$ cat config.mk
export PLATFORM = sky130hd
export DESIGN_NAME = rfs_top
export DESIGN_NICKNAME = d
export VERILOG_FILES = /design/src/hdl/rfs_pkg.sv /design/src/hdl/rfs_top.sv /design/src/hdl/rfs_sync3.sv
export SDC_FILE = /design/constraint.sdc
export NUM_CORES = 2
export LEC_CHECK = 0
export BUFFER_PORTS_ARGS = -buffer_cell sky130_fd_sc_hd__buf_4
export CAP_MARGIN = 5
export CORE_MARGIN = 3
export CORE_UTILIZATION = 45
export CTS_BUF_LIST = sky130_fd_sc_hd__clkbuf_4 sky130_fd_sc_hd__clkbuf_8 sky130_fd_sc_hd__clkbuf_16
export DETAILED_ROUTE_END_ITERATION = 10
export PLACE_DENSITY = 0.6
export SLEW_MARGIN = 20
export SYNTH_ARGS = -nofsm -noshare
export SYNTH_HDL_FRONTEND = slang
export SYNTH_SLANG_ARGS = --single-unit
$ cat constraint.sdc
create_clock -name i_mclk -period 5.75 [get_ports i_mclk]
set_clock_uncertainty 0.15 [all_clocks]
set_input_delay 0.2875 -clock i_mclk [delete_from_list [all_inputs] [get_ports i_mclk]]
set_output_delay 0.2875 -clock i_mclk [all_outputs]
set_load 0.01 [all_outputs]
$ cat src/hdl/rfs_pkg.sv
// rfs_pkg: constants and carrier types for the register file, stack and bus strobes
package rfs_pkg;
   // register file geometry
   localparam int RFS_LO_LOCS = 128;
   localparam int RFS_CTL_LOCS = 16;
   localparam logic [7:0] RFS_GP_FIRST = 8'h04;
   localparam logic [7:0] RFS_GP_LAST = 8'h7f;
   localparam logic [3:0] RFS_CTL_GROUP = 4'hf;
   localparam logic [7:0] RFS_HIDDEN_READ = 8'h00;
   // control locations
   localparam logic [7:0] RFS_MODE_ADDR = 8'hf8;
   localparam logic [7:0] RFS_FLAGS_ADDR = 8'hfc;
   localparam logic [7:0] RFS_PTR_ADDR = 8'hfd;
   localparam logic [7:0] RFS_SPH_ADDR = 8'hfe;
   localparam logic [7:0] RFS_SPL_ADDR = 8'hff;
   localparam logic [15:0] RFS_WO_MASK = 16'h00ff;
   // mode control fields
   localparam int RFS_MODE_INT_STACK = 2;
   localparam int RFS_MODE_EXT_MEM = 4;
   localparam int RFS_MODE_FLOAT = 7;
   localparam logic [7:0] RFS_MODE_RESET = 8'h00;
   // program space
   localparam logic [15:0] RFS_RESET_PC = 16'h000c;
   localparam logic [15:0] RFS_EXT_BASE = 16'h0800;
   // timing
   localparam int RFS_CLK_MHZ = 50;
   localparam int RFS_DS_NS = 80;
   localparam int RFS_DS_CYCLES = (RFS_DS_NS * RFS_CLK_MHZ + 999) / 1000;
   localparam int RFS_RESET_HOLD_CLKS = 18;

   typedef enum logic [2:0] {
      RFS_IDLE = 3'b000,
      RFS_SYNC = 3'b001,
      RFS_T1 = 3'b011,
      RFS_T2 = 3'b010,
      RFS_T3 = 3'b110,
      RFS_STEP = 3'b100
   } rfs_state_t;

   typedef enum logic [2:0] {
      RFS_OP_NONE = 3'h0,
      RFS_OP_PUSH = 3'h1,
      RFS_OP_POP = 3'h2,
      RFS_OP_CALL = 3'h3,
      RFS_OP_INTR = 3'h4,
      RFS_OP_RET = 3'h5,
      RFS_OP_INTERRUPT_RETURN = 3'h6,
      RFS_OP_DATA = 3'h7
   } rfs_op_t;

   typedef struct packed {
      logic src_rd;
      logic src_work;
      logic [7:0] src_addr;
      logic dst_wr;
      logic dst_work;
      logic [7:0] dst_addr;
      logic [7:0] wdata;
      logic set_ptr;
      logic [7:0] ptr_val;
   } rfs_reg_req_t;

   typedef struct packed {
      rfs_op_t op;
      logic write;
      logic [15:0] addr;
      logic [7:0] data;
      logic [15:0] save_pc;
      logic [15:0] target;
   } rfs_seq_req_t;

   typedef struct packed {
      logic as_n;
      logic ds_n;
      logic rw_n;
      logic [7:0] ad_out;
      logic ad_oe_n;
      logic [7:0] hi_out;
      logic hi_oe_n;
   } rfs_pins_t;

   typedef struct packed {
      logic [RFS_CTL_LOCS-1:0][7:0] ctl;
      logic [RFS_LO_LOCS-1:0][7:0] lo;
   } rfs_rf_t;

   localparam rfs_pins_t RFS_PINS_IDLE = '{
      as_n: 1'b1, ds_n: 1'b1, rw_n: 1'b1, ad_out: 8'h00,
      ad_oe_n: 1'b1, hi_out: 8'h00, hi_oe_n: 1'b1};
endpackage : rfs_pkg

$ cat src/hdl/rfs_top.sv
// rfs_top: register file, stack sequencer and external bus strobe generator
//
// Function
// - 144 locations: ports, general, control
// - sources read, destinations written
// - any location by 8-bit address
// - pointer group plus 4-bit designator
// - pointer written by writes or set-pointer
// - mode bit picks internal or external stack
// - external stack uses 16-bit pointer
// - internal stack uses low pointer byte only
// - call pushes pc; interrupt pushes pc, flags
// - internal pop reads any location except write-only; push writes general only
// - returns pop pc, or flags then pc
// - address strobe pulses for every transfer
// - address strobe opens every machine cycle
// - strobes and port buses float together
// - data strobe once; write data held
// - data strobe as sync before opcode, only with external memory off
// - read/write low only for writes
// - reset starts at program location 000c
// - next opcode fetched during execution
// - under reset: strobe pulses, ports input
module rfs_top import rfs_pkg::*; #(
   parameter int DS_CYCLES = RFS_DS_CYCLES
) (
   // clock and reset
   input wire logic i_mclk,
   input wire logic i_rst_b,
   // register port
   input wire rfs_reg_req_t i_reg,
   output logic [7:0] o_reg_rdata,
   // stack and data sequencer
   input wire logic i_seq_valid,
   input wire rfs_seq_req_t i_seq,
   output logic o_seq_ready,
   output logic o_seq_done,
   output logic [7:0] o_seq_data,
   // instruction fetch
   input wire logic i_opcode_next,
   input wire logic i_op_ready,
   output logic o_op_valid,
   output logic [7:0] o_op_byte,
   output logic [15:0] o_pc,
   output logic [10:0] o_rom_addr,
   input wire logic [7:0] i_rom_data,
   // status
   output logic [7:0] o_mode,
   // bus pins
   output logic o_address_strobe_n,
   output logic o_data_strobe_n,
   output logic o_read_write_n,
   output logic o_ctl_oe_n,
   output logic [7:0] o_ad_out,
   output logic o_ad_oe_n,
   input wire logic [7:0] i_ad_in,
   output logic [7:0] o_addr_hi,
   output logic o_addr_hi_oe_n
);
   typedef struct packed {
      rfs_state_t st;
      rfs_op_t op;
      logic [1:0] cnt;
      logic [3:0] tcnt;
      logic bus_fetch;
      logic bus_ext;
      logic bus_wr;
      logic [15:0] bus_addr;
      logic [7:0] bus_wdata;
      logic [15:0] pc;
      logic [15:0] save_pc;
      logic [15:0] target;
      logic [7:0] data;
      logic [7:0] hold_byte;
      logic hold_valid;
      logic done;
      logic [7:0] rdata;
      rfs_pins_t pins;
      rfs_rf_t rf;
   } rfs_top_st_t;

   rfs_top_st_t q;
   rfs_top_st_t d;
   logic [7:0] ad_sync;

   rfs_sync3 #(
      .WIDTH(8)
   ) u_ad_sync (
      .i_mclk(i_mclk),
      .i_rst_b(i_rst_b),
      .i_async(i_ad_in),
      .o_level(ad_sync)
   );

   function automatic logic [7:0] eff_addr(logic work, logic [7:0] a, logic [7:0] rp);
      return work ? {rp[7:4], a[3:0]} : a;
   endfunction : eff_addr

   function automatic logic [7:0] rf_rd(rfs_rf_t rf, logic [7:0] a);
      logic [7:0] v;
      v = RFS_HIDDEN_READ;
      if (!a[7]) begin
         v = rf.lo[a[6:0]];
      end else if (a[7:4] == RFS_CTL_GROUP && !RFS_WO_MASK[a[3:0]]) begin
         v = rf.ctl[a[3:0]];
      end
      return v;
   endfunction : rf_rd

   function automatic rfs_rf_t rf_wr(rfs_rf_t rf, logic [7:0] a, logic [7:0] v);
      rfs_rf_t r;
      r = rf;
      if (!a[7]) begin
         r.lo[a[6:0]] = v;
      end else if (a[7:4] == RFS_CTL_GROUP) begin
         r.ctl[a[3:0]] = v;
      end
      return r;
   endfunction : rf_wr

   function automatic logic [1:0] op_len(rfs_op_t op);
      logic [1:0] n;
      case (op)
         RFS_OP_PUSH, RFS_OP_POP: n = 2'd1;
         RFS_OP_CALL, RFS_OP_RET: n = 2'd2;
         RFS_OP_INTR, RFS_OP_INTERRUPT_RETURN: n = 2'd3;
         default: n = 2'd0;
      endcase
      return n;
   endfunction : op_len

   function automatic logic is_pop(rfs_op_t op);
      return (op == RFS_OP_POP) || (op == RFS_OP_RET) || (op == RFS_OP_INTERRUPT_RETURN);
   endfunction : is_pop

   always_comb begin
      logic [7:0] rp;
      logic [7:0] mode;
      logic [15:0] sp;
      logic [7:0] spl_m;
      logic [7:0] v;
      logic [7:0] pb;
      logic pop_now;
      logic ext_mem;
      logic in_cyc;
      rp = '0;
      mode = '0;
      sp = '0;
      spl_m = '0;
      v = '0;
      pb = '0;
      pop_now = 1'b0;
      ext_mem = 1'b0;
      in_cyc = 1'b0;
      d = q;
      d.done = 1'b0;
      rp = q.rf.ctl[RFS_PTR_ADDR[3:0]];
      mode = q.rf.ctl[RFS_MODE_ADDR[3:0]];
      sp = {q.rf.ctl[RFS_SPH_ADDR[3:0]], q.rf.ctl[RFS_SPL_ADDR[3:0]]};
      spl_m = sp[7:0] - 8'h01;

      if (i_reg.src_rd) begin
         d.rdata = rf_rd(q.rf, eff_addr(i_reg.src_work, i_reg.src_addr, rp));
      end
      if (i_reg.dst_wr) begin
         d.rf = rf_wr(d.rf, eff_addr(i_reg.dst_work, i_reg.dst_addr, rp), i_reg.wdata);
      end
      if (i_reg.set_ptr) begin
         d.rf.ctl[RFS_PTR_ADDR[3:0]] = i_reg.ptr_val;
      end
      if (q.hold_valid && i_op_ready) begin
         d.hold_valid = 1'b0;
      end

      // stacked byte order: pc low, pc high, then flags
      case (q.op)
         RFS_OP_CALL: pb = (q.cnt == 2'd2) ? q.save_pc[7:0] : q.save_pc[15:8];
         RFS_OP_INTR: begin
            if (q.cnt == 2'd3) begin
               pb = q.save_pc[7:0];
            end else if (q.cnt == 2'd2) begin
               pb = q.save_pc[15:8];
            end else begin
               pb = q.rf.ctl[RFS_FLAGS_ADDR[3:0]];
            end
         end
         default: pb = q.data;
      endcase

      case (q.st)
         RFS_IDLE: begin
            if (i_seq_valid) begin
               d.op = i_seq.op;
               d.data = i_seq.data;
               d.save_pc = i_seq.save_pc;
               d.target = i_seq.target;
               d.cnt = op_len(i_seq.op);
               d.bus_fetch = 1'b0;
               if (i_seq.op == RFS_OP_DATA) begin
                  d.bus_ext = 1'b1;
                  d.bus_wr = i_seq.write;
                  d.bus_addr = i_seq.addr;
                  d.bus_wdata = i_seq.data;
                  d.st = RFS_T1;
               end else begin
                  d.st = RFS_STEP;
               end
            end else if (!q.hold_valid) begin
               d.bus_fetch = 1'b1;
               d.bus_wr = 1'b0;
               d.bus_addr = q.pc;
               d.bus_ext = mode[RFS_MODE_EXT_MEM] && (q.pc >= RFS_EXT_BASE);
               d.st = i_opcode_next ? RFS_SYNC : RFS_T1;
            end
         end
         RFS_SYNC: d.st = RFS_T1;
         RFS_T1: begin
            d.tcnt = 4'(DS_CYCLES - 1);
            d.st = RFS_T2;
         end
         RFS_T2: begin
            if (q.tcnt == 4'h0) begin
               d.st = RFS_T3;
            end else begin
               d.tcnt = q.tcnt - 4'h1;
            end
         end
         RFS_T3: begin
            v = (q.bus_fetch && !q.bus_ext) ? i_rom_data : ad_sync;
            if (q.bus_fetch) begin
               d.hold_byte = v;
               d.hold_valid = 1'b1;
               d.pc = q.pc + 16'h0001;
               d.st = RFS_IDLE;
            end else if (q.op == RFS_OP_DATA) begin
               if (!q.bus_wr) begin
                  d.data = v;
               end
               d.done = 1'b1;
               d.st = RFS_IDLE;
            end else begin
               pop_now = !q.bus_wr;
               d.cnt = q.cnt - 2'd1;
               d.st = RFS_STEP;
            end
         end
         RFS_STEP: begin
            if (q.cnt == 2'd0) begin
               if (q.op inside {RFS_OP_CALL, RFS_OP_INTR, RFS_OP_RET, RFS_OP_INTERRUPT_RETURN}) begin
                  d.pc = q.target;
                  d.hold_valid = 1'b0;
               end
               d.done = 1'b1;
               d.st = RFS_IDLE;
            end else if (!mode[RFS_MODE_INT_STACK]) begin
               d.bus_fetch = 1'b0;
               d.bus_ext = 1'b1;
               d.bus_wr = !is_pop(q.op);
               d.bus_wdata = pb;
               d.bus_addr = is_pop(q.op) ? sp : sp - 16'h0001;
               {d.rf.ctl[RFS_SPH_ADDR[3:0]], d.rf.ctl[RFS_SPL_ADDR[3:0]]} =
                  is_pop(q.op) ? sp + 16'h0001 : sp - 16'h0001;
               d.st = RFS_T1;
            end else begin
               if (is_pop(q.op)) begin
                  pop_now = 1'b1;
                  v = rf_rd(q.rf, sp[7:0]);
                  d.rf.ctl[RFS_SPL_ADDR[3:0]] = sp[7:0] + 8'h01;
               end else begin
                  // an internal push outside the general area is dropped, the pointer still moves
                  if (spl_m >= RFS_GP_FIRST && spl_m <= RFS_GP_LAST) begin
                     d.rf = rf_wr(d.rf, spl_m, pb);
                  end
                  d.rf.ctl[RFS_SPL_ADDR[3:0]] = spl_m;
               end
               d.cnt = q.cnt - 2'd1;
            end
         end
         default: d.st = RFS_IDLE;
      endcase

      if (pop_now) begin
         case (q.op)
            RFS_OP_POP: d.data = v;
            RFS_OP_RET: begin
               if (q.cnt == 2'd2) begin
                  d.target[15:8] = v;
               end else begin
                  d.target[7:0] = v;
               end
            end
            RFS_OP_INTERRUPT_RETURN: begin
               if (q.cnt == 2'd3) begin
                  d.rf.ctl[RFS_FLAGS_ADDR[3:0]] = v;
               end else if (q.cnt == 2'd2) begin
                  d.target[15:8] = v;
               end else begin
                  d.target[7:0] = v;
               end
            end
            default: d.data = q.data;
         endcase
      end

      // pins follow the next state so that they leave flip-flops aligned with it
      ext_mem = d.rf.ctl[RFS_MODE_ADDR[3:0]][RFS_MODE_EXT_MEM];
      in_cyc = (d.st == RFS_T1) || (d.st == RFS_T2) || (d.st == RFS_T3);
      d.pins.as_n = (d.st != RFS_T1);
      if (ext_mem) begin
         d.pins.ds_n = !((d.st == RFS_T2) && d.bus_ext);
      end else begin
         d.pins.ds_n = (d.st != RFS_SYNC);
      end
      d.pins.rw_n = !(in_cyc && d.bus_ext && d.bus_wr);
      d.pins.ad_out = (d.st == RFS_T1) ? d.bus_addr[7:0] : d.bus_wdata;
      d.pins.ad_oe_n = !(ext_mem && ((d.st == RFS_T1) ||
                                     (in_cyc && d.bus_ext && d.bus_wr)));
      d.pins.hi_out = d.bus_addr[15:8];
      d.pins.hi_oe_n = !(ext_mem && in_cyc);
   end

   always_ff @(posedge i_mclk or negedge i_rst_b) begin
      if (!i_rst_b) begin
         q <= '0;
         q.st <= RFS_IDLE;
         q.op <= RFS_OP_NONE;
         q.pc <= RFS_RESET_PC;
         q.pins <= RFS_PINS_IDLE;
         q.rf.ctl[RFS_MODE_ADDR[3:0]] <= RFS_MODE_RESET;
      end else begin
         q <= d;
      end
   end

   logic float_q;
   assign float_q = q.rf.ctl[RFS_MODE_ADDR[3:0]][RFS_MODE_FLOAT];

   // reset holds the pins combinationally; the strobe then copies the clock
   assign o_address_strobe_n = !i_rst_b ? i_mclk : q.pins.as_n;
   assign o_data_strobe_n = i_rst_b & q.pins.ds_n;
   assign o_read_write_n = !i_rst_b | q.pins.rw_n;
   assign o_ctl_oe_n = i_rst_b & float_q;
   assign o_ad_out = q.pins.ad_out;
   assign o_ad_oe_n = !i_rst_b | float_q | q.pins.ad_oe_n;
   assign o_addr_hi = q.pins.hi_out;
   assign o_addr_hi_oe_n = !i_rst_b | float_q | q.pins.hi_oe_n;

   assign o_reg_rdata = q.rdata;
   assign o_seq_ready = (q.st == RFS_IDLE);
   assign o_seq_done = q.done;
   assign o_seq_data = q.data;
   assign o_op_valid = q.hold_valid;
   assign o_op_byte = q.hold_byte;
   assign o_pc = q.pc;
   assign o_rom_addr = q.bus_addr[10:0];
   assign o_mode = q.rf.ctl[RFS_MODE_ADDR[3:0]];
endmodule : rfs_top

$ cat src/hdl/rfs_sync3.sv
// rfs_sync3: three-stage pin synchroniser whose level moves only when stages two and three agree
module rfs_sync3 import rfs_pkg::*; #(
   parameter int WIDTH = 8
) (
   // clock and reset
   input wire logic i_mclk,
   input wire logic i_rst_b,
   // pin side
   input wire logic [WIDTH-1:0] i_async,
   // clocked side
   output logic [WIDTH-1:0] o_level
);
   typedef struct packed {
      logic [WIDTH-1:0] s1;
      logic [WIDTH-1:0] s2;
      logic [WIDTH-1:0] s3;
      logic [WIDTH-1:0] lvl;
   } rfs_sync_st_t;

   rfs_sync_st_t q;
   rfs_sync_st_t d;

   always_comb begin
      d = q;
      d.s1 = i_async;
      d.s2 = q.s1;
      d.s3 = q.s2;
      // s1 feeds s2 only, so a metastable sample never reaches the compare
      if (q.s2 == q.s3) begin
         d.lvl = q.s3;
      end
   end

   always_ff @(posedge i_mclk or negedge i_rst_b) begin
      if (!i_rst_b) begin
         q <= '0;
      end else begin
         q <= d;
      end
   end

   assign o_level = q.lvl;
endmodule : rfs_sync3

# After elaboration in Yosys (flattened, before gate mapping)
# Memory sizes are Yosys's and may differ from the RTL's.
# Index checks and enable logic that the tools add are counted.
# classes
n_lt_le_gt_ge	15
n_eq_ne	42
add_sub_neg	7
n_bitwise	6
muxes	115
n_reduce_logical	48
# op_table
op	count
two-way mux 1152 bit	3
two-way mux 1144 bit	2
bitwise mux 1024 bit	2
two-way mux 1024 bit	2
two-way mux 1136 bit	1
two-way mux 8 bit	33
bitwise mux 128 bit	2
two-way mux 128 bit	2
two-way mux 120 bit	2
two-way mux 16 bit	8
binary-select mux 8 bit (select 7 bit)	2
demux 8 bit (select 7 bit)	2
binary-select mux 8 bit (select 4 bit)	2
demux 8 bit (select 4 bit)	2
one-hot mux 16 bit (2 select lines)	2
one-hot mux 8 bit (2 select lines)	4
two-way mux 27 bit	2
one-hot mux 27 bit (2 select lines)	1
two-way mux 24 bit	2
two-way mux 19 bit	2
== test 3 bit, second input constant	11
adder 16 x 1 -> 16 bit, second input constant	2
less-than comparator 7 x 8 -> 1 bit, second input constant	4
two-way mux 26 bit	1
other kinds (44)	137
# word_totals
reg_bits	1318
rom_bits	32
inputBits	118
memories	2
output_inout_bits	84
wordCells	407
# memory_table
name	depth	word_bits	rd	rd_clocked_by_memory_dff	write_ports	line_no	source
(name not given)	16	1	1	0	0	rfs_top.sv:104	end else if (a[7:4] == RFS_CTL_GROUP && !RFS_WO_MASK[a[3:0]]) begin
(name not given)	16	1	1	0	0	rfs_top.sv:104	

# Logic depth before layout (Yosys ltp)
# logic_depth
ltp_word	21
ltp_mapped	16
depth_no_buf	9

# Modules after synthesis
# From an unflattened synthesis, not the netlist that was laid out.
# unflattened
cells_unflattened	7443
hier_area_um2	78834.4
# modules_own_cells
module	cells_each	n_inst	area_each_um2	seq_area_each_um2
rfs_top	7384	1	77797.1	30387.9
rfs_sync3	59	1	1037.2	800.8

==> impl_results.md <==
- Outcome: finished clean
- Worst Setup SP: q[1145]$_DFF_PN0_
- Pin count of the biggest net entering global routing: 147
- Share of cells above drive strength 1: 23.8%
- Worst Tran Pin Value: 1320 ps
- Slew HR: 12.2%
- Nets: 7205
- Clock insertion delay at the later pin of the skew report: 980 ps
- Most frequent cells in the layout: 1396 x mux2i_1, 1234 x dfrtp_1, 562 x mux4_2
- Crit end category: flop
- Fin crit period: 5620 ps
- GRT overflow: 0
- Via density: 7.19
- DR pass1 iterations: 6
- Setup CP Type: reg -> reg
- DP Worst Slack: 1070 ps
- Syn Inst Count: 6927
- Drt drc: 0
- CP dominant cell by count: o31ai_1
- First-pass GRT wire length: 534 mm
- Post-Syn Area: 78600 sq um
- ANT nets after route: 0
- Post-CTS setup buffers: 0
- Vias in the first global route: 65500
- GRT Overall Usage: 42.3%
- Setup Viol. Count Final: 0
- CTS clock-pin slew for the worst setup and hold paths: 60 ps
- Worst EP required: 6460 ps
- Register area share after synthesis: 39.7%
- DR vias: 68600
- Fill cells: 15100
- Initial antenna violation count: 37
- Core Area: 173000 sq um
- P_leak: 36.0 nW
- Min-delay src: i_seq[15]
- Post-Synth XOR/XNOR Area: 0.366%
- CP max stage delay: 990 ps
- Starting Density: 45.5%
- R2R Path Start: q[1145]$_DFF_PN0_
- Max FO, Critical Path: 69
- Type of the worst min-delay path: in -> reg
- CTS tree: done
- Simple-gate share of the synthesized area: 9.23%
- Reg area: 31200 sq um
- Crit path cell chain: buf_12 > nor2b_1 > o2bb2ai_1 > nor4_1 > o31ai_1 > nand4_1 > o31ai_1 > a31oi_1 > dlygate4sd3_1
- FFs w/ async S/R, synth: 100%
- Post-synth EDFFs: 0
- Area Overhead vs Synth: 14.6%
- Routability cong.: 1.13
- Die Y-Extent: 424 microns
- Largest register FFs: 1140
- Fin Setup TNS: 0 ps
- Synth Area in Compound Gates: 9.52%
- RSZ-0062 raised after global routing: false
- Pwr Total: 41.9 mW
- Synth Net Count: 7053
- Pwr/cell area: 465 nW/um^2
- Routed WL per cell: 40.4 microns
- Fmax: 178 MHz
- Die footprint: 180000 sq um
- Worst path slowest cell: nor2b_1
- Avg Synthesized Cell Area: 11.3 sq um
- Final Slew Violations: 0
- IO Port Bufs: 201
- Yosys reg bits: 1246
- Yosys warns: 0
- Synth unique cells: 96
- Nature of the critical path startpoint: flop
- Chip width: 424 microns
- Post-synthesis mux area share: 37.1%
- Row count: 152
- DRT iter0 DRCs: 10300
- Setup ws final: 128 ps
- Maxcap violations: 0
- Data arrival time of the worst path: 6330 ps
- Final period utilization: 97.8%
- Peak VDD IR: 918 uV
- Final HPWL DP: 262 mm
- Commonest non-fill, non-tap cell in the layout: mux2i_1
- Largest family of logic cells by synthesized area: multiplexers
- Area of the multi-input gates: 44500 sq um
- Fin. Hold Viols: 0
- Main flop type after synthesis: dfrtp_1
- Top reg by flops: q
- I/O pin total: 202
- Final wirelength: 385 mm
- Post-Synth Adder-Cell Area: 0.127%
[metrics by stage]
stage / cells / instance area [sq um] / util, % / hold WS, ps
2_1_floorplan: 6927 / 78600 / - / -158
3_3_place_gp: 9054 / 82900 / 48.0 / 189
3_5_place_dp: 9054 / 82900 / 48.0 / 187
4_1_cts: 9508 / 89900 / 52.1 / 1.38
5_1_grt: 9513 / 90000 / 52.1 / 24.8
6_report: 9543 / 90100 / 52.2 / 25.6
[Yosys cell counts (all sizes together) (11+ instances only)]
master,number,share of area [%]
nor4,19,0.20
a32oi,46,0.51
o32ai,14,0.16
mux4,562,16
nor2,476,2.3
mux2i,1397,18
nand3,160,1.1
and2,22,0.18
buf,235,1.7
a222oi,11,0.14
o221ai,21,0.23
clkbuf,444,2.1
dfrtp,1239,39
nand2b,29,0.23
a22oi,59,0.57
o22ai,143,1.1
nand2,560,2.7
a21oi,331,2.1
or2,18,0.14
mux2,223,3.2
inv,30,0.14
nor3,114,1.0
a221oi,12,0.13
o21ai,323,2.1
nor2b,72,0.57
nand4,23,0.18
a211oi,68,0.66
o211ai,21,0.22
xnor2,27,0.30
a2bb2oi,16,0.18
a31oi,35,0.28
[worst paths after layout]
| check | to | slack, ps | cells past startpoint |
|---|---|---|---|
| min in group asynchronous | o_pc[2]$_DFFE_PN1P_ | 540 | 3 |
| worst max register to register | q[1204]$_DFF_PN0_ | 130 | 9 |
| worst min-delay path | q[1214]$_DFF_PN0_ | 30 | 4 |
| worst max-delay path | q[1204]$_DFF_PN0_ | 130 | 9 |
| max in group asynchronous | q[665]$_DFF_PN0_ | 3460 | 5 |
| worst min register to register | u_ad_sync.d[11]$_DFF_PN0_ | 200 | 0 |
[layer usage]
layer	routed length (microns)	vias up	GRT usage [%]	part of all wire, %
met5	169	-	0	0.044
met4	35900	20	32.2	9.3
li1	-	26500	-	-
met1	140000	35000	52.7	36
met2	160000	5576	59.2	42
met3	49500	1466	16.1	13
[layout make-up]
cell class                      instances  share of cell area, %
Antenna cell                           33                 0.0917
Inverter                               31                  0.129
Tap cell                             2310                   3.21
Clock buffer                          230                   5.27
Timing Repair Buffer                  674                   6.73
Multi-Input combinational cell       4971                   49.4
Sequential cell                      1246                   34.6
Clock inverter                         48                  0.514
[repair_timing]
item / in CTS / in global routing
hold endpoints to repair: 1316 / 0
hold buffers: 177 / 0
resized for setup: 0 / 0
endpoints found under the setup margin: 0 / 0
[kinds of logic (layout without fill, tap and decap cells)]
logic type	count (synthesis)	count (layout)
buffers and inverters	710	983
flip-flops	1246	1246
AND/OR/NAND/NOR	1550	1550
adder cells (fa/ha/maj)	8	8
multiplexers	2182	2182
XOR/XNOR	32	32
other	0	33
AO/OA/AOI/OAI	1199	1199
[report_power, final]
part	internal (mW)	switching, mW
clock	5.98	4.23
sequential	9.99	1.59
combinational	5.93	14.1
[critical path: cells and delay by family, from the launching register on]
kind	cells	cell delay [ps]
and+or+nand+nor	3	1700
DFF	1	850
buffers and inverters	2	1070
AOI/OAI and AO/OA	4	1660
Note: power is estimated with default switching activity, not from simulation.
